$ cat config.mk
export PLATFORM = sky130hd
export DESIGN_NAME = shrp_register_port
export DESIGN_NICKNAME = d
export VERILOG_FILES = /design/src/shrp_pkg.sv /design/src/shrp_i2c_target.sv /design/src/shrp_register_port.sv
export VERILOG_INCLUDE_DIRS = /design/src /design/src/src
export SDC_FILE = /design/constraint.sdc
export NUM_CORES = 1
export LEC_CHECK = 0
export ABC_AREA = 1
export BUFFER_PORTS_ARGS = -buffer_cell sky130_fd_sc_hd__buf_4
export CAP_MARGIN = 20
export CORE_ASPECT_RATIO = 1.2
export CORE_MARGIN = 8
export CORE_UTILIZATION = 43
export DETAILED_ROUTE_END_ITERATION = 8
export GPL_ROUTABILITY_DRIVEN = 0
export GPL_TIMING_DRIVEN = 0
export PLACE_DENSITY = 0.56
export SYNTH_ARGS = -nofsm -noshare
export SYNTH_HDL_FRONTEND = slang
export SYNTH_HIERARCHICAL = 1
export SYNTH_SLANG_ARGS = --single-unit
$ cat constraint.sdc
create_clock -name ref_clk -period 8.9 [get_ports ref_clk]
set_input_delay 0.89 -clock ref_clk [delete_from_list [all_inputs] [get_ports ref_clk]]
set_output_delay 0.89 -clock ref_clk [all_outputs]
set_load 0.02 [all_outputs]
$ cat src/shrp_defines.svh
`ifndef SHRP_DEFINES_SVH
`define SHRP_DEFINES_SVH
// bus addresses, 7-bit
`define SHRP_ADDR_DEFAULT     7'h53
`define SHRP_ADDR_FUSED       7'h52
// register offsets
`define SHRP_REG_STATUS0      8'h00
`define SHRP_REG_STATUS1      8'h01
`define SHRP_REG_DATA_LAST    8'h12
`define SHRP_REG_SET_LAST     8'h37
`define SHRP_REG_INTCFG0      8'h2b
`define SHRP_REG_INTCFG1      8'h2c
`define SHRP_REG_WPTR         8'h38
`define SHRP_REG_RPTR         8'h39
`define SHRP_REG_OVF          8'h3a
`define SHRP_REG_SAMPLE_PORT  8'h3b
// status bit positions
`define SHRP_ST0_LS_NEW       0
`define SHRP_ST0_LS_INT       1
`define SHRP_ST1_PS_NEW       0
`define SHRP_ST1_PS_INT       1
`define SHRP_ST1_BUFFER_ALMOST_FULL_FLAG        4
// interrupt config field positions
`define SHRP_CFG0_LS_EN       0
`define SHRP_CFG1_PS_EN       0
`define SHRP_CFG1_PS_CHANGE   1
`define SHRP_CFG1_BUFFER_ALMOST_FULL_FLAG_EN    4
// clock figures
`define SHRP_CLK_MHZ          125
`define SHRP_HP_CLK_PCT       1
// bit engine counts: data bits per byte, then the ack slot
`define SHRP_BIT_LAST         4'h8
`define SHRP_ACK_SLOT         4'h9
// byte index of the last byte of a sample
`define SHRP_SAMPLE_LAST      2'h2
`endif

$ cat src/shrp_pkg.sv
package shrp_pkg;
   // byte port toward the register side
   typedef struct packed {
      logic       valid;
      logic       write;
      logic [7:0] data;
   } shrp_byte_type;
   // measurement events from the engines
   typedef struct packed {
      logic ls_new;
      logic ls_thresh;
      logic ps_new;
      logic ps_beyond;
      logic buffer_almost_full_flag;
   } shrp_event_type;
   // link states, one-hot
   typedef enum logic [4:0] {
      SHRP_IDLE  = 5'b00001,
      SHRP_ADDR  = 5'b00010,
      SHRP_WDATA = 5'b00100,
      SHRP_RDATA = 5'b01000,
      SHRP_ACK   = 5'b10000
   } shrp_state_type;
endpackage : shrp_pkg

$ cat src/shrp_i2c_target.sv
`timescale 1ns/1ns
`include "shrp_defines.svh"
// byte-level target of the two-wire bus; reports bytes, takes read data
module shrp_i2c_target (
   input  wire logic                  ref_clk,
   input  wire logic                  rst_n,
   input  wire logic                  scl_in,
   input  wire logic                  sda_in,
   output logic                       sda_oe_n,
   input  wire logic                  fuse_addr,
   input  wire logic [7:0]            rd_byte,
   output shrp_pkg::shrp_byte_type    wr_out,
   output logic                       rd_take,
   output logic                       addr_hit,
   output logic                       stop_seen
);
   logic [2:0] scl_sync_reg, scl_sync_next;   // two-stage sync plus history
   logic [2:0] sda_sync_reg, sda_sync_next;
   shrp_pkg::shrp_state_type st_reg, st_next; // link state
   logic [7:0] sh_reg, sh_next;               // shift register
   logic [3:0] cnt_reg, cnt_next;             // bit count
   logic       rd_reg, rd_next;               // current transfer is a read
   logic       oe_reg, oe_next;               // sda pull, low = driving
   logic       nack_reg, nack_next;           // controller refused read byte
   logic [6:0] my_addr;
   logic       scl_rise, scl_fall, start_c, stop_c, scl_s, sda_s;
   // fuse selects one of two addresses
   assign my_addr  = fuse_addr ? `SHRP_ADDR_FUSED : `SHRP_ADDR_DEFAULT;
   assign scl_s    = scl_sync_reg[1];
   assign sda_s    = sda_sync_reg[1];
   assign scl_rise = scl_sync_reg[1] & ~scl_sync_reg[2];
   assign scl_fall = ~scl_sync_reg[1] & scl_sync_reg[2];
   assign start_c  = scl_s & scl_sync_reg[2] & ~sda_sync_reg[1] & sda_sync_reg[2];
   assign stop_c   = scl_s & scl_sync_reg[2] & sda_sync_reg[1] & ~sda_sync_reg[2];
   assign sda_oe_n = oe_reg;
   // next-state of the bit engine
   always_comb begin
      scl_sync_next = {scl_sync_reg[1:0], scl_in};
      sda_sync_next = {sda_sync_reg[1:0], sda_in};
      st_next    = st_reg;
      sh_next    = sh_reg;
      cnt_next   = cnt_reg;
      rd_next    = rd_reg;
      oe_next    = oe_reg;
      nack_next  = nack_reg;
      wr_out     = '0;
      rd_take    = 1'b0;
      addr_hit   = 1'b0;
      stop_seen  = stop_c;
      if (start_c) begin
         st_next  = shrp_pkg::SHRP_ADDR;
         cnt_next = 4'h0;
         oe_next  = 1'b1;
      end else if (stop_c) begin
         st_next = shrp_pkg::SHRP_IDLE;
         oe_next = 1'b1;
      end else begin
         case (st_reg)
            shrp_pkg::SHRP_IDLE: begin
               oe_next = 1'b1;
            end
            shrp_pkg::SHRP_ADDR, shrp_pkg::SHRP_WDATA: begin
               if (scl_rise) begin
                  sh_next  = {sh_reg[6:0], sda_s};
                  cnt_next = cnt_reg + 4'h1;
               end
               if (scl_fall && cnt_reg == `SHRP_BIT_LAST) begin
                  cnt_next = 4'h0;
                  if (st_reg == shrp_pkg::SHRP_ADDR) begin
                     if (sh_reg[7:1] == my_addr) begin
                        addr_hit   = 1'b1;
                        rd_next    = sh_reg[0];
                        oe_next    = 1'b0;
                        st_next    = shrp_pkg::SHRP_ACK;
                     end else begin
                        st_next = shrp_pkg::SHRP_IDLE;
                     end
                  end else begin
                     wr_out     = '{valid: 1'b1, write: 1'b1, data: sh_reg};
                     oe_next    = 1'b0;
                     st_next    = shrp_pkg::SHRP_ACK;
                  end
               end
            end
            shrp_pkg::SHRP_ACK: begin
               // release after ack clock, then load read byte if reading
               if (scl_fall) begin
                  cnt_next = 4'h0;
                  if (rd_reg) begin
                     sh_next  = rd_byte;
                     oe_next  = rd_byte[7];
                     rd_take  = 1'b1;
                     cnt_next = 4'h1;
                     st_next  = shrp_pkg::SHRP_RDATA;
                  end else begin
                     oe_next = 1'b1;
                     st_next = shrp_pkg::SHRP_WDATA;
                  end
               end
            end
            shrp_pkg::SHRP_RDATA: begin
               if (scl_fall) begin
                  if (cnt_reg == `SHRP_BIT_LAST) begin
                     oe_next = 1'b1;
                     cnt_next = `SHRP_ACK_SLOT;
                  end else if (cnt_reg == `SHRP_ACK_SLOT) begin
                     if (nack_reg) begin
                        st_next = shrp_pkg::SHRP_IDLE;
                     end else begin
                        sh_next  = rd_byte;
                        oe_next  = rd_byte[7];
                        rd_take  = 1'b1;
                        cnt_next = 4'h1;
                     end
                  end else begin
                     sh_next  = {sh_reg[6:0], 1'b0};
                     oe_next  = sh_reg[6];
                     cnt_next = cnt_reg + 4'h1;
                  end
               end
               if (scl_rise && cnt_reg == `SHRP_ACK_SLOT) begin
                  nack_next = sda_s;
               end
            end
            default: st_next = shrp_pkg::SHRP_IDLE;
         endcase
      end
   end
   // registers of the bit engine
   always_ff @(posedge ref_clk) begin
      if (!rst_n) begin
         scl_sync_reg <= 3'h7;
         sda_sync_reg <= 3'h7;
         st_reg       <= shrp_pkg::SHRP_IDLE;
         sh_reg       <= 8'h00;
         cnt_reg      <= 4'h0;
         rd_reg       <= 1'b0;
         oe_reg       <= 1'b1;
         nack_reg     <= 1'b0;
      end else begin
         scl_sync_reg <= scl_sync_next;
         sda_sync_reg <= sda_sync_next;
         st_reg       <= st_next;
         sh_reg       <= sh_next;
         cnt_reg      <= cnt_next;
         rd_reg       <= rd_next;
         oe_reg       <= oe_next;
         nack_reg     <= nack_next;
      end
   end
endmodule : shrp_i2c_target

$ cat src/shrp_register_port.sv
`timescale 1ns/1ns
`include "shrp_defines.svh"
// Notes on behaviour
// - answer address 0x53 when fuse clear
// - fused part answers address 0x52
// - pointer advances after every byte, except at the sample port where it holds
// - sample port reads step the ram
// - map split into four regions
// - both status registers clear on read
// - status read also releases interrupt
// - interrupt enables in two config registers
// - proximity interrupt level or change mode
// - interrupt drives the pin low
// - sample read clears almost-full interrupt
// - bio precise clock, sensors loose clock
module shrp_register_port #(
   parameter int RAM_DEPTH = 32                    // sample slots, three bytes each
) (
   input  wire logic                  ref_clk,
   input  wire logic                  rst_n,
   input  wire logic                  scl_in,      // bus clock pin
   input  wire logic                  sda_in,      // bus data pin, read side
   output logic                       sda_oe_n,    // low pulls data low
   input  wire logic                  fuse_addr,   // one-time address option
   input  shrp_pkg::shrp_event_type   events,      // one-cycle engine events
   input  wire logic [7:0]            wr_ptr,      // sample write pointer
   input  wire logic [7:0]            ovf_cnt,     // overflow count
   input  wire logic [23:0]           ram_word,    // sample at read pointer
   output logic [7:0]                 rd_ptr,      // sample read pointer
   output logic                       irq_n_pin,   // interrupt, active low
   output logic                       bio_clk_sel  // high: precise clock timing
);
   shrp_pkg::shrp_byte_type wr_b;
   logic       rd_take, addr_hit, stop_seen;
   logic [7:0] rd_byte;
   logic [7:0] ptr_reg, ptr_next;                  // register pointer
   logic       ptr_set_reg, ptr_set_next;          // next write byte is pointer
   logic [7:0] st0_reg, st0_next;                  // status first
   logic [7:0] st1_reg, st1_next;                  // status second
   logic [7:0] cfg0_reg, cfg0_next;                // interrupt config first
   logic [7:0] cfg1_reg, cfg1_next;                // interrupt config second
   logic [7:0] set_reg [8'h13:8'h37];              // settings region storage
   logic [7:0] set_next;
   logic [1:0] byte_sel_reg, byte_sel_next;        // byte within sample
   logic [7:0] rdp_reg, rdp_next;                  // read pointer
   logic       ps_prev_reg, ps_prev_next;          // last proximity state
   logic       irq_reg, irq_next;                  // registered pin drive
   logic       ps_hit;
   logic       pend;

   // byte engine on the pins
   shrp_i2c_target u_tgt (
      .ref_clk   (ref_clk),
      .rst_n     (rst_n),
      .scl_in    (scl_in),
      .sda_in    (sda_in),
      .sda_oe_n  (sda_oe_n),
      .fuse_addr (fuse_addr),
      .rd_byte   (rd_byte),
      .wr_out    (wr_b),
      .rd_take   (rd_take),
      .addr_hit  (addr_hit),
      .stop_seen (stop_seen)
   );

   assign rd_ptr      = rdp_reg;
   assign irq_n_pin   = irq_reg;
   assign bio_clk_sel = 1'b1;    // samples timed from precise clock only

   // read mux over the four regions
   always_comb begin
      rd_byte = 8'h00;
      if (ptr_reg <= `SHRP_REG_DATA_LAST) begin
         if (ptr_reg == `SHRP_REG_STATUS0) rd_byte = st0_reg;
         if (ptr_reg == `SHRP_REG_STATUS1) rd_byte = st1_reg;
      end else if (ptr_reg <= `SHRP_REG_SET_LAST) begin
         if (ptr_reg == `SHRP_REG_INTCFG0)      rd_byte = cfg0_reg;
         else if (ptr_reg == `SHRP_REG_INTCFG1) rd_byte = cfg1_reg;
         else                                  rd_byte = set_reg[ptr_reg];
      end else if (ptr_reg == `SHRP_REG_WPTR) begin
         rd_byte = wr_ptr;
      end else if (ptr_reg == `SHRP_REG_RPTR) begin
         rd_byte = rdp_reg;
      end else if (ptr_reg == `SHRP_REG_OVF) begin
         rd_byte = ovf_cnt;
      end else if (ptr_reg == `SHRP_REG_SAMPLE_PORT) begin
         // low byte first
         case (byte_sel_reg)
            2'h0:    rd_byte = ram_word[7:0];
            2'h1:    rd_byte = ram_word[15:8];
            default: rd_byte = ram_word[23:16];
         endcase
      end
   end

   // proximity hit in level or change mode
   // change mode only counts a fresh reading, beyond level alone is stale
   assign ps_hit = cfg1_reg[`SHRP_CFG1_PS_CHANGE] ? (events.ps_new & events.ps_beyond & ~ps_prev_reg)
                                                   : (events.ps_new & events.ps_beyond);

   // pointer, status, config next values
   always_comb begin
      ptr_next      = ptr_reg;
      ptr_set_next  = ptr_set_reg;
      st0_next      = st0_reg;
      st1_next      = st1_reg;
      cfg0_next     = cfg0_reg;
      cfg1_next     = cfg1_reg;
      set_next      = 8'h00;
      byte_sel_next = byte_sel_reg;
      rdp_next      = rdp_reg;
      ps_prev_next  = events.ps_new ? events.ps_beyond : ps_prev_reg;
      if (addr_hit) begin
         ptr_set_next  = 1'b1;
         byte_sel_next = 2'h0;
      end
      if (stop_seen) ptr_set_next = 1'b0;
      // reads clear status first so new events below win
      if (rd_take) begin
         if (ptr_reg == `SHRP_REG_STATUS0) st0_next = 8'h00;
         if (ptr_reg == `SHRP_REG_STATUS1) st1_next = 8'h00;
         if (ptr_reg == `SHRP_REG_SAMPLE_PORT) begin
            st1_next[`SHRP_ST1_BUFFER_ALMOST_FULL_FLAG] = 1'b0;
            if (byte_sel_reg == `SHRP_SAMPLE_LAST) begin
               byte_sel_next = 2'h0;
               rdp_next = (rdp_reg == 8'(RAM_DEPTH - 1)) ? 8'h00 : rdp_reg + 8'h01;
            end else begin
               byte_sel_next = byte_sel_reg + 2'h1;
            end
         end else begin
            ptr_next = ptr_reg + 8'h01;
         end
      end
      if (wr_b.valid) begin
         if (ptr_set_reg) begin
            ptr_next      = wr_b.data;
            ptr_set_next  = 1'b0;
            byte_sel_next = 2'h0;
         end else begin
            if (ptr_reg == `SHRP_REG_INTCFG0) cfg0_next = wr_b.data;
            if (ptr_reg == `SHRP_REG_INTCFG1) cfg1_next = wr_b.data;
            if (ptr_reg == `SHRP_REG_RPTR)    rdp_next  = wr_b.data;
            set_next = wr_b.data;
            if (ptr_reg != `SHRP_REG_SAMPLE_PORT) ptr_next = ptr_reg + 8'h01;
         end
      end
      // engine events set flags, winning over a same-cycle clear
      if (events.ls_new)    st0_next[`SHRP_ST0_LS_NEW] = 1'b1;
      if (events.ls_thresh) st0_next[`SHRP_ST0_LS_INT] = 1'b1;
      if (events.ps_new)    st1_next[`SHRP_ST1_PS_NEW] = 1'b1;
      if (ps_hit)           st1_next[`SHRP_ST1_PS_INT] = 1'b1;
      if (events.buffer_almost_full_flag)     st1_next[`SHRP_ST1_BUFFER_ALMOST_FULL_FLAG]  = 1'b1;
   end

   // enabled pending conditions drive the pin
   always_comb begin
      pend = (st0_reg[`SHRP_ST0_LS_INT] & cfg0_reg[`SHRP_CFG0_LS_EN])
           | (st1_reg[`SHRP_ST1_PS_INT] & cfg1_reg[`SHRP_CFG1_PS_EN])
           | (st1_reg[`SHRP_ST1_BUFFER_ALMOST_FULL_FLAG]  & cfg1_reg[`SHRP_CFG1_BUFFER_ALMOST_FULL_FLAG_EN]);
      irq_next = ~pend;
   end

   // settings storage
   always_ff @(posedge ref_clk) begin
      if (wr_b.valid && !ptr_set_reg && ptr_reg > `SHRP_REG_DATA_LAST && ptr_reg <= `SHRP_REG_SET_LAST) begin
         set_reg[ptr_reg] <= set_next;
      end
   end

   // control registers
   always_ff @(posedge ref_clk) begin
      if (!rst_n) begin
         ptr_reg      <= 8'h00;
         ptr_set_reg  <= 1'b0;
         st0_reg      <= 8'h00;
         st1_reg      <= 8'h00;
         cfg0_reg     <= 8'h00;
         cfg1_reg     <= 8'h00;
         byte_sel_reg <= 2'h0;
         rdp_reg      <= 8'h00;
         ps_prev_reg  <= 1'b0;
         irq_reg      <= 1'b1;
      end else begin
         ptr_reg      <= ptr_next;
         ptr_set_reg  <= ptr_set_next;
         st0_reg      <= st0_next;
         st1_reg      <= st1_next;
         cfg0_reg     <= cfg0_next;
         cfg1_reg     <= cfg1_next;
         byte_sel_reg <= byte_sel_next;
         rdp_reg      <= rdp_next;
         ps_prev_reg  <= ps_prev_next;
         irq_reg      <= irq_next;
      end
   end

   // pin follows the enabled almost-full flag one cycle later
   a_irq_follows: assert property (@(posedge ref_clk) disable iff (!rst_n)
      (st1_reg[`SHRP_ST1_BUFFER_ALMOST_FULL_FLAG] && cfg1_reg[`SHRP_CFG1_BUFFER_ALMOST_FULL_FLAG_EN]) |=> !irq_n_pin)
      else $error("irq pin not low with pending almost-full");
   a_status_clear: assert property (@(posedge ref_clk) disable iff (!rst_n)
      (rd_take && ptr_reg == `SHRP_REG_STATUS0 && !events.ls_new && !events.ls_thresh) |=> st0_reg == 8'h00)
      else $error("status not cleared by read");
   a_ptr_step: assert property (@(posedge ref_clk) disable iff (!rst_n)
      (rd_take && ptr_reg != `SHRP_REG_SAMPLE_PORT) |=> ptr_reg == $past(ptr_reg) + 8'h01)
      else $error("pointer did not advance");
   a_port_holds: assert property (@(posedge ref_clk) disable iff (!rst_n)
      (rd_take && ptr_reg == `SHRP_REG_SAMPLE_PORT && !wr_b.valid) |=> ptr_reg == `SHRP_REG_SAMPLE_PORT)
      else $error("pointer left sample port");
   a_buffer_almost_full_flag_read: assert property (@(posedge ref_clk) disable iff (!rst_n)
      (rd_take && ptr_reg == `SHRP_REG_SAMPLE_PORT && !events.buffer_almost_full_flag) |=> !st1_reg[`SHRP_ST1_BUFFER_ALMOST_FULL_FLAG])
      else $error("sample read kept almost-full");
   a_irq_idle: assert property (@(posedge ref_clk) disable iff (!rst_n)
      (cfg0_reg == 8'h00 && cfg1_reg == 8'h00) |=> irq_n_pin)
      else $error("irq asserted with all enables off");
   a_event_wins: assert property (@(posedge ref_clk) disable iff (!rst_n)
      events.buffer_almost_full_flag |=> st1_reg[`SHRP_ST1_BUFFER_ALMOST_FULL_FLAG])
      else $error("event lost against clear");
   a_ps_level: assert property (@(posedge ref_clk) disable iff (!rst_n)
      (!cfg1_reg[`SHRP_CFG1_PS_CHANGE] && events.ps_new && events.ps_beyond) |=> st1_reg[`SHRP_ST1_PS_INT])
      else $error("level mode proximity flag missing");
   a_ps_change: assert property (@(posedge ref_clk) disable iff (!rst_n)
      (cfg1_reg[`SHRP_CFG1_PS_CHANGE] && !events.ps_new) |=> !$rose(st1_reg[`SHRP_ST1_PS_INT]))
      else $error("change mode flag set without new reading");
endmodule : shrp_register_port

After elaboration in Yosys (flattened, before gate mapping):

Memories as Yosys holds them, arrays and structs flattened. A register that Yosys moved wholly into a read port is not among the register bits.
Cells that the tools add are included.
W data, S select, Z words.

* flip-flop bits (word level): 68
* RAM bits: 296
* bits of input ports: 50
* output and inout port bits: 11
* memories: 1

Memory list
* set_reg: depth 37, bits a word 8, read ports 1, clocked after Yosys merged registers in 1, wr ports 1, line shrp_register_port.sv:42 `logic [7:0] set_reg [8'h13:8'h37];`

* add/subtract/negate cells: 4
* order comparisons: 3
* eq/ne operators: 38
* multiplexer cells: 109
* bitwise operators: 25
* reductions and logical operators: 37

Operators with widths (number)
* $mux W8: 30
* $mux W10: 5
* $mux W5: 10
* $eq A8 B6 Y1 const B: 6
* $mux W1: 38
* $mux W4: 8
* $pmux W8 S3: 1
* $mux W2: 11
* $ne A4 B2 Y1 const B: 5
* $pmux W5 S4: 1
* $reduce_and A6 Y1: 3
* $reduce_bool A2 Y1: 9
* $add A8 B1 Y8 const B: 2
* $pmux W8 S2: 1
* $ne A2 B1 Y1 const B: 7
* $reduce_and A7 Y1: 2
* $and A1 B1 Y1: 12
* $pmux W4 S3: 1
* $not A1 Y1: 11
* $reduce_and A2 Y1: 5
* $reduce_and A9 Y1: 1
* $eq A4 B4 Y1 const B: 2
* $eq A8 B1 Y1 const B: 1
* $eq A8 B5 Y1 const B: 1
* other kinds (34): 43

Logic depth before layout (Yosys ltp):

Gate-level depths: netlist of the first run.

* word-level depth: 13
* depth in mapped cells: 25
* depth with buffers taken out: 23

Cells and area by module:

Netlist of the first run, hierarchy kept.

By module, submodules not included
* shrp_register_port: instances 1, cells an instance 1654, area each 15354.7 um2, sequential area each 9729.3 um2
* shrp_i2c_target: instances 1, cells an instance 318, area each 1881.8 um2, sequential area each 520.5 um2

Worst setup path before layout of the first run:

OpenSTA, ideal clock, no wires.

* kind: register to register
* from: register u_tgt.cnt_reg[0]
* to: memory set_reg[42][0] (enable)
* arrival time: 2879 ps
* required time: 8517 ps
* path slack: 5637 ps
* stages on the path, launching flop included: 15
* buffers on the path: 2
* path through: dfxtp_1 > inv_1 > ha_1 > nand3_2 > nor2_1 > inv_2 > nor2_1 > buf_4 > buf_2 > inv_2 > nor2_1 > inv_1 > nor3_4 > nand2_1 > nor3_1

RTL lines
* start: declaration: line shrp_i2c_target.sv:21 `logic [3:0] cnt_reg, cnt_next;`
* start signal: assignment: line shrp_i2c_target.sv:145 `cnt_reg <= cnt_next;`
* end: declaration: line shrp_register_port.sv:42

==> impl_metrics.sql, run 1 <==
INSERT INTO impl_metrics (metric_group, metric, value, unit) VALUES
('status', 'run_status', 'complete, no violations', ''),
('setup_path', 'data_arrival_at_the_endpoint_of_the_critical_path', '4.68', 'ns'),
('synth', 'syn_area', '0.0172', 'mm2'),
('clock_tree', 'cts_tree', 'done', ''),
('routing', 'vias_per_cell', '5.14', ''),
('synth', 'dominantRegCellSynth', 'sky130_fd_sc_hd__edfxtp_1', ''),
('synth', 'synthMostInstantiatedCell', 'sky130_fd_sc_hd__nand2_1', ''),
('pwr', 'powerDensity', '186', 'mW/mm2'),
('cells_and_area', 'largest_reg_flops', '296', ''),
('routing', 'avg_wl_per_cell', '19.6', 'um'),
('setup_path', 'critical_path_class', 'reg2reg', ''),
('setup_path', 'worst_setup_path_startpoint', 'u_tgt/cnt_reg[0]', ''),
('floorplanning', 'placementRows', '80', ''),
('floorplanning', 'die-area', '0.0468', 'mm2'),
('cells_and_area', 'diodes', '0', ''),
('clock_tree', 'clock_tree.htree_level_count', '2', ''),
('setup_path', 'crit_path_top_delay_cell', 'sky130_fd_sc_hd__nor2_1', ''),
('pwr', 'total_power', '3.68', 'mW'),
('grt', 'grt_start_max_net_pins', '38', ''),
('clock_tree', 'resized_cells_post_cts', '0', ''),
('sta', 'timing.final.setup_violations', '0', ''),
('synth', 'synth_warnings', '6', ''),
('synth', 'ys_ff_latch', '364', ''),
('setup_path', 'timing.critical_path.to_type', 'flop', ''),
('synth', 'synth_area_per_cell', '8.74', 'um2'),
('floorplanning', 'die_h', '235', 'um'),
('sta', 'final_period_minus_worst_setup_slack', '4.51', 'ns'),
('synth', 'synth_top_area_cell', 'sky130_fd_sc_hd__edfxtp_1', ''),
('clock_tree', 'cts.hold.buffers_added', '0', ''),
('cells_and_area', 'drive_above_1_share', '0.115', ''),
('floorplanning', 'initial_utilization', '0.435', ''),
('grt', 'antenna_found_initial', '1', ''),
('sta', 'hold_violations', '0', ''),
('setup_path', 'critPathMaxStageDelay', '0.82', 'ns'),
('floorplanning', 'core_area', '0.0396', 'mm2'),
('setup_path', 'worst-endpoint-required', '9.07', 'ns'),
('sta', 'rsz_0062_raised_after_global_routing', 'no', ''),
('min_path', 'timing.hold.worst.class', 'reg2reg', ''),
('synth', 'synth_seq_area_share', '0.595', ''),
('placed_design', 'post-dp-hpwl', '36600', 'um'),
('sta', 'totalNegativeSetupSlack', '0', 'ns'),
('synth', 'synth.cells.most_frequent', 'sky130_fd_sc_hd__nand2_1 (865), sky130_fd_sc_hd__edfxtp_1 (296), sky130_fd_sc_hd__nor2_1 (179), sky130_fd_sc_hd__inv_1 (112), sky130_fd_sc_hd__a21oi_1 (83)', ''),
('synth', 'postSynthNetCount', '2030', ''),
('sta', 'layout_worst_path_cycle_share', '0.507', ''),
('clock_tree', 'cts.repair_timing.setup_buffer_count', '0', ''),
('setup_path', 'timing.critical_path.from_type', 'flop', ''),
('synth', 'synth-async-reset-ratio', '0', ''),
('setup_path', 'timing.critical_path.fanout_max', '10', ''),
('synth', 'synthCells', '1972', ''),
('setup_path', 'timing.rr.start', 'u_tgt/cnt_reg[0]', ''),
('setup_path', 'r2r-end', 'set_reg[45][3]', ''),
('cells_and_area', 'flow.area_growth_from_synthesis', '14.5', '%'),
('cells_and_area', 'postLayoutCellArea', '0.0197', 'mm2'),
('grt', 'grt_overflow_total', '0', ''),
('routing', 'post-route-drc-count', '0', ''),
('cells_and_area', 'number_of_nets_at_the_end_of_the_flow', '2136', ''),
('clock_tree', 'clock_sinks', '364', ''),
('sta', 'fin_worst_skew', '0.0165', 'ns'),
('routing', 'dr.first_iter.drc_count', '1027', ''),
('setup_path', 'setup.worst_path.end', 'set_reg[45][3]', ''),
('setup_path', 'reg2reg_depth', '14', ''),
('routing', 'drt_pre_antenna_iters', '5', ''),
('clock_tree', 'cts-buffers-inserted', '39', ''),
('pwr', 'leakagePower', '7.45', 'nW'),
('sta', 'timing.max_slew.rel_slack', '0.272', ''),
('clock_tree', 'buffer_depth_of_the_longest_clock_path', '3', ''),
('placed_design', 'post_dp_cell_area', '0.0185', 'mm2'),
('pwr', 'vdd_ir_drop_max', '0.000148', 'V'),
('grt', 'grt_pass1_vias', '13200', ''),
('routing', 'ant_nets', '0', ''),
('routing', 'via_count', '13600', '');
layout by cell type (no fill, tap or decap), types with 10 or more instances in the layout:
cell type,synthesis,routed
sky130_fd_sc_hd__nand2_1,865,865
sky130_fd_sc_hd__edfxtp_1,296,296
sky130_fd_sc_hd__nor2_1,179,171
sky130_fd_sc_hd__inv_1,112,112
sky130_fd_sc_hd__a21oi_1,83,83
sky130_fd_sc_hd__buf_4,10,70
sky130_fd_sc_hd__o21ai_0,69,69
sky130_fd_sc_hd__nand3_1,68,68
sky130_fd_sc_hd__dfxtp_1,68,68
sky130_fd_sc_hd__clkbuf_16,0,39
sky130_fd_sc_hd__clkbuf_1,26,34
sky130_fd_sc_hd__buf_2,33,33
sky130_fd_sc_hd__nor2_4,11,18
sky130_fd_sc_hd__nor3_1,17,16
sky130_fd_sc_hd__inv_2,15,15
sky130_fd_sc_hd__o211ai_1,13,13
sky130_fd_sc_hd__clkinv_1,2,11
sky130_fd_sc_hd__clkinv_2,3,10
sky130_fd_sc_hd__o21bai_1,10,10
sky130_fd_sc_hd__or2_2,10,10
layout make-up:
class	instances	area, um2
multi-input cells	1402	6170
well taps	533	667
repair buffers	65	568
inverters	132	499
clock buffers	47	1010
clock inverters	24	201
plain buffers	74	379
flip-flops and latches	364	10200
fillers	3878	19900
metrics by stage:
stage | setup WS, ns | std cells | hold slack (ns) | utilization
final | 4.39 | 2641 | 0.419 | 0.498
after global routing | 4.20 | 2641 | 0.442 | 0.498
after CTS | 4.39 | 2641 | 0.428 | 0.498
after detailed placement | 4.41 | 2570 | 0.415 | 0.468
after global placement | 3.35 | 2564 | 0.410 | 0.463
after floorplan | 5.64 | 1972 | 0.393 | -
routing by layer:
| metal | wire, um | vias to the layer above | part of all wire | GRT usage |
|---|---|---|---|---|
| met5 | 0 | - | 0 | 0 |
| met4 | 2430 | 0 | 0.047 | 0.101 |
| met3 | 3450 | 120 | 0.067 | 0.0323 |
| met2 | 25000 | 445 | 0.48 | 0.376 |
| met1 | 20800 | 6389 | 0.40 | 0.269 |
| li1 | - | 6629 | - | - |
cells by family after synthesis:
family	share of synthesized area
compound gates	0.0614
flops	0.595
simple gates	0.283
xor+xnor	0.00407
other cells	0.000218
fa+ha+maj	0.00581
buf+inv	0.0510
power breakdown:
part | total, mW | switching [mW] | internal [mW]
registers | 1.86 | 0.0255 | 1.84
logic | 0.247 | 0.149 | 0.0979
clock network | 1.57 | 0.673 | 0.896
total | 3.68 | 0.848 | 2.83
how the worst min path moves through the flow:
| stage | startpoint | to | slack, ns | cells after the start |
|---|---|---|---|---|
| floorplan | u_tgt/scl_sync_reg[0] | u_tgt/scl_sync_reg[1] | 0.39 | 1 |
| global placement | u_tgt/scl_sync_reg[0] | u_tgt/scl_sync_reg[1] | 0.41 | 1 |
| detailed placement | u_tgt/sda_sync_reg[0] | u_tgt/sda_sync_reg[1] | 0.41 | 1 |
| CTS | u_tgt/sda_sync_reg[0] | u_tgt/sda_sync_reg[1] | 0.43 | 1 |
| global route | u_tgt/scl_sync_reg[0] | u_tgt/scl_sync_reg[1] | 0.44 | 1 |
| finish | u_tgt/sda_sync_reg[0] | u_tgt/sda_sync_reg[1] | 0.42 | 1 |
critical path, delay by kind of cell (launching register included):
kind,cells,cell delay [ns]
buffers and inverters,6,0.93
adder cells (fa/ha/maj),1,0.19
flip-flops,1,0.38
AND/OR/NAND/NOR,7,2.64
No activity file was read; power rests on OpenSTA's default activity.
==> inputs of run 2 (changes only) <==
PLACE_DENSITY = 0.58   (was 0.56)
clock period = 4.1 ns   (was 8.9 ns; I/O delays follow)
==> impl_metrics.sql, run 2 (synthesis gave the netlist of run 1 again) <==
INSERT INTO impl_metrics (metric_group, metric, value, unit) VALUES
('status', 'run_status', 'complete, no violations', ''),
('sta', 'timing.max_slew.rel_slack', '0.347', ''),
('clock_tree', 'clock_tree.htree_level_count', '2', ''),
('grt', 'antenna_found_initial', '0', ''),
('floorplanning', 'floorplan.io_pins', '61', ''),
('grt', 'grt_use_total', '0.214', ''),
('pwr', 'vdd_ir_drop_max', '0.000272', 'V'),
('clock_tree', 'cts-buffers-inserted', '39', ''),
('pwr', 'clkPwrFrac', '0.430', ''),
('clock_tree', 'clk_transition_reported_paths', '0.06', 'ns'),
('sta', 'worst_hold_slack', '0.0803', 'ns'),
('routing', 'vias_per_cell', '5.18', ''),
('cells_and_area', 'fillCellCount', '3735', ''),
('floorplanning', 'core_area', '0.0396', 'mm2'),
('setup_path', 'data_arrival_at_the_endpoint_of_the_critical_path', '4.08', 'ns'),
('setup_path', 'timing.critical_path.from_type', 'flop', ''),
('cells_and_area', 'multi_input_area', '0.00641', 'mm2'),
('sta', 'max_slew_violation_count', '0', ''),
('cells_and_area', 'flow.area_growth_from_synthesis', '16.4', '%'),
('floorplanning', 'die-area', '0.0468', 'mm2'),
('routing', 'post-route-drc-count', '0', ''),
('clock_tree', 'cts.hold.buffers_added', '0', ''),
('cells_and_area', 'diodes', '0', ''),
('sta', 'timing.final.setup_violations', '0', ''),
('cells_and_area', 'largest_reg_flops', '296', ''),
('pwr', 'p_sw', '1.83', 'mW'),
('floorplanning', 'initial_utilization', '0.435', ''),
('setup_path', 'critical_path_class', 'reg2reg', ''),
('flow_run', 'max_cap_viol_count', '0', ''),
('setup_path', 'timing.rr.start', 'u_tgt/cnt_reg[0]', ''),
('min_path', 'timing.hold.worst.class', 'in2reg', ''),
('routing', 'drt_pre_antenna_iters', '9', ''),
('cells_and_area', 'final_common_cell', 'sky130_fd_sc_hd__nand2_1', ''),
('grt', 'grt_util_met2', '0.343', ''),
('setup_path', 'worst_setup_path_startpoint', 'u_tgt/cnt_reg[0]', ''),
('routing', 'dr.first_iter.drc_count', '1226', ''),
('grt', 'met3_usage_grt', '0.0389', ''),
('pwr', 'combinationalPowerShare', '0.066', ''),
('pwr', 'p_int', '6.21', 'mW'),
('grt', 'grt_overflow_total', '0', ''),
('setup_path', 'timing.critical_path.to_type', 'flop', ''),
('sta', 'worst-slew-pin-transition', '0.978', 'ns'),
('placed_design', 'placement.io_buffers', '59', ''),
('sta', 'clock.fmax', '257', 'MHz'),
('pwr', 'netSwitchingFraction', '0.228', ''),
('cells_and_area', 'seq_area', '0.0102', 'mm2'),
('cells_and_area', 'commonest_non_fill_non_tap_cells_in_the_layout', 'sky130_fd_sc_hd__nand2_1 (863), sky130_fd_sc_hd__edfxtp_1 (296), sky130_fd_sc_hd__nor2_1 (136), sky130_fd_sc_hd__inv_1 (112), sky130_fd_sc_hd__a21oi_1 (83)', ''),
('clock_tree', 'worstSkewPairLatency', '0.55', 'ns'),
('routing', 'avg_wl_per_cell', '19.1', 'um'),
('floorplanning', 'die_width', '199', 'um'),
('clock_tree', 'clock_sinks', '364', ''),
('grt', 'grt_start_max_net_pins', '38', ''),
('sta', 'final_period_minus_worst_setup_slack', '3.89', 'ns'),
('grt', 'top_usage_layer', 'met2', ''),
('min_path', 'hp-start', 'sda_in', ''),
('cells_and_area', 'number_of_nets_at_the_end_of_the_flow', '2138', ''),
('sta', 'hold_violations', '0', ''),
('pwr', 'powerDensity', '401', 'mW/mm2'),
('floorplanning', 'placementRows', '80', ''),
('routing', 'routed_wirelength', '50400', 'um'),
('clock_tree', 'clk_root_buffer_cell', 'sky130_fd_sc_hd__clkbuf_16', ''),
('cells_and_area', 'drive_above_1_share', '0.134', ''),
('grt', 'grt_pass1_vias', '13000', ''),
('floorplanning', 'die_h', '235', 'um'),
('sta', 'layout_worst_path_cycle_share', '0.949', ''),
('placed_design', 'post-dp-hpwl', '35300', 'um'),
('routing', 'ant_nets', '0', ''),
('routing', 'via_count', '13700', ''),
('pwr', 'sequentialPowerShare', '0.503', ''),
('grt', 'groute.layer.met1.usage', '0.275', ''),
('clock_tree', 'cts_tree', 'done', ''),
('pwr', 'leakagePower', '7.48', 'nW'),
('setup_path', 'timing.critical_path.fanout_max', '10', ''),
('pwr', 'total_power', '8.04', 'mW'),
('grt', 'wire_length_of_the_first_global_routing_pass', '76500', 'um'),
('sta', 'fin_worst_skew', '0.0272', 'ns'),
('sta', 'totalNegativeSetupSlack', '0', 'ns'),
('setup_path', 'worst-endpoint-required', '4.29', 'ns'),
('clock_tree', 'buffer_depth_of_the_longest_clock_path', '3', '');
[run 2: final timing paths]
check                               end  slack [ns]  depth (start not counted)
setup / recovery         set_reg[49][6]        0.21                         15
hold / removal    u_tgt/sda_sync_reg[0]        0.08                          2
setup reg to reg         set_reg[49][6]        0.21                         15
hold reg to reg   u_tgt/scl_sync_reg[1]        0.41                          1
[run 2: through the flow]
step | worst slack [ns] | cells | utilization | instance area, um2
finish | 0.210 | 2644 | 0.506 | 20100
global route | -0.0161 | 2644 | 0.506 | 20100
CTS | -0.177 | 2643 | 0.502 | 19900
detailed placement | -0.317 | 2571 | 0.468 | 18600
global placement | -1.22 | 2564 | 0.463 | 18300
floorplan | 0.837 | 1972 | - | 17200
[run 2: power groups by stage]
stage / clock network [mW] / registers (mW) / logic [mW]
CTS: 3.50 / 4.05 / 0.533
global placement: 0 / 4.12 / 0.523
global route: 3.63 / 4.05 / 0.614
detailed placement: 0 / 4.12 / 0.531
floorplan: 0 / 4.12 / 0.402
finish: 3.46 / 4.05 / 0.534
[run 2: worst max-delay path: stages (launching register included)]
cell and delay, ns:
sky130_fd_sc_hd__dfxtp_1 0.37, sky130_fd_sc_hd__inv_1 0.08, sky130_fd_sc_hd__ha_1 0.18, sky130_fd_sc_hd__nand3_2 0.13
sky130_fd_sc_hd__nor2_1 0.29, sky130_fd_sc_hd__inv_2 0.11, sky130_fd_sc_hd__nor2_1 0.28, sky130_fd_sc_hd__buf_4 0.16
sky130_fd_sc_hd__buf_2 0.19, sky130_fd_sc_hd__inv_2 0.10, sky130_fd_sc_hd__nor2_1 0.22, sky130_fd_sc_hd__inv_1 0.28
sky130_fd_sc_hd__nor3_4 0.29, sky130_fd_sc_hd__buf_12 0.16, sky130_fd_sc_hd__nand2_1 0.26, sky130_fd_sc_hd__nor2_4 0.44
[run 2: area by class of cell]
class                   count  share of cell area
flip-flops and latches    364               0.511
multi-input cells        1402               0.319
clock buffers              50              0.0523
well taps                 533              0.0332
repair buffers             67              0.0304
inverters                 132              0.0249
plain buffers              74              0.0189
clock inverters            22             0.00986
[run 2: what timing repair did]
action / 4_1_cts / 5_1_grt
pin swaps: 0 / 1
setup buffers: 0 / 1
gates resized for setup: 38 / 28
endpoints found under the setup margin: 272 / 295
[run 2: layer usage]
layer | part of all wire | vias to the layer above
li1 | - | 6639
met1 | 0.42 | 6376
met2 | 0.45 | 554
met3 | 0.077 | 120
met4 | 0.051 | 0
met5 | 0 | -
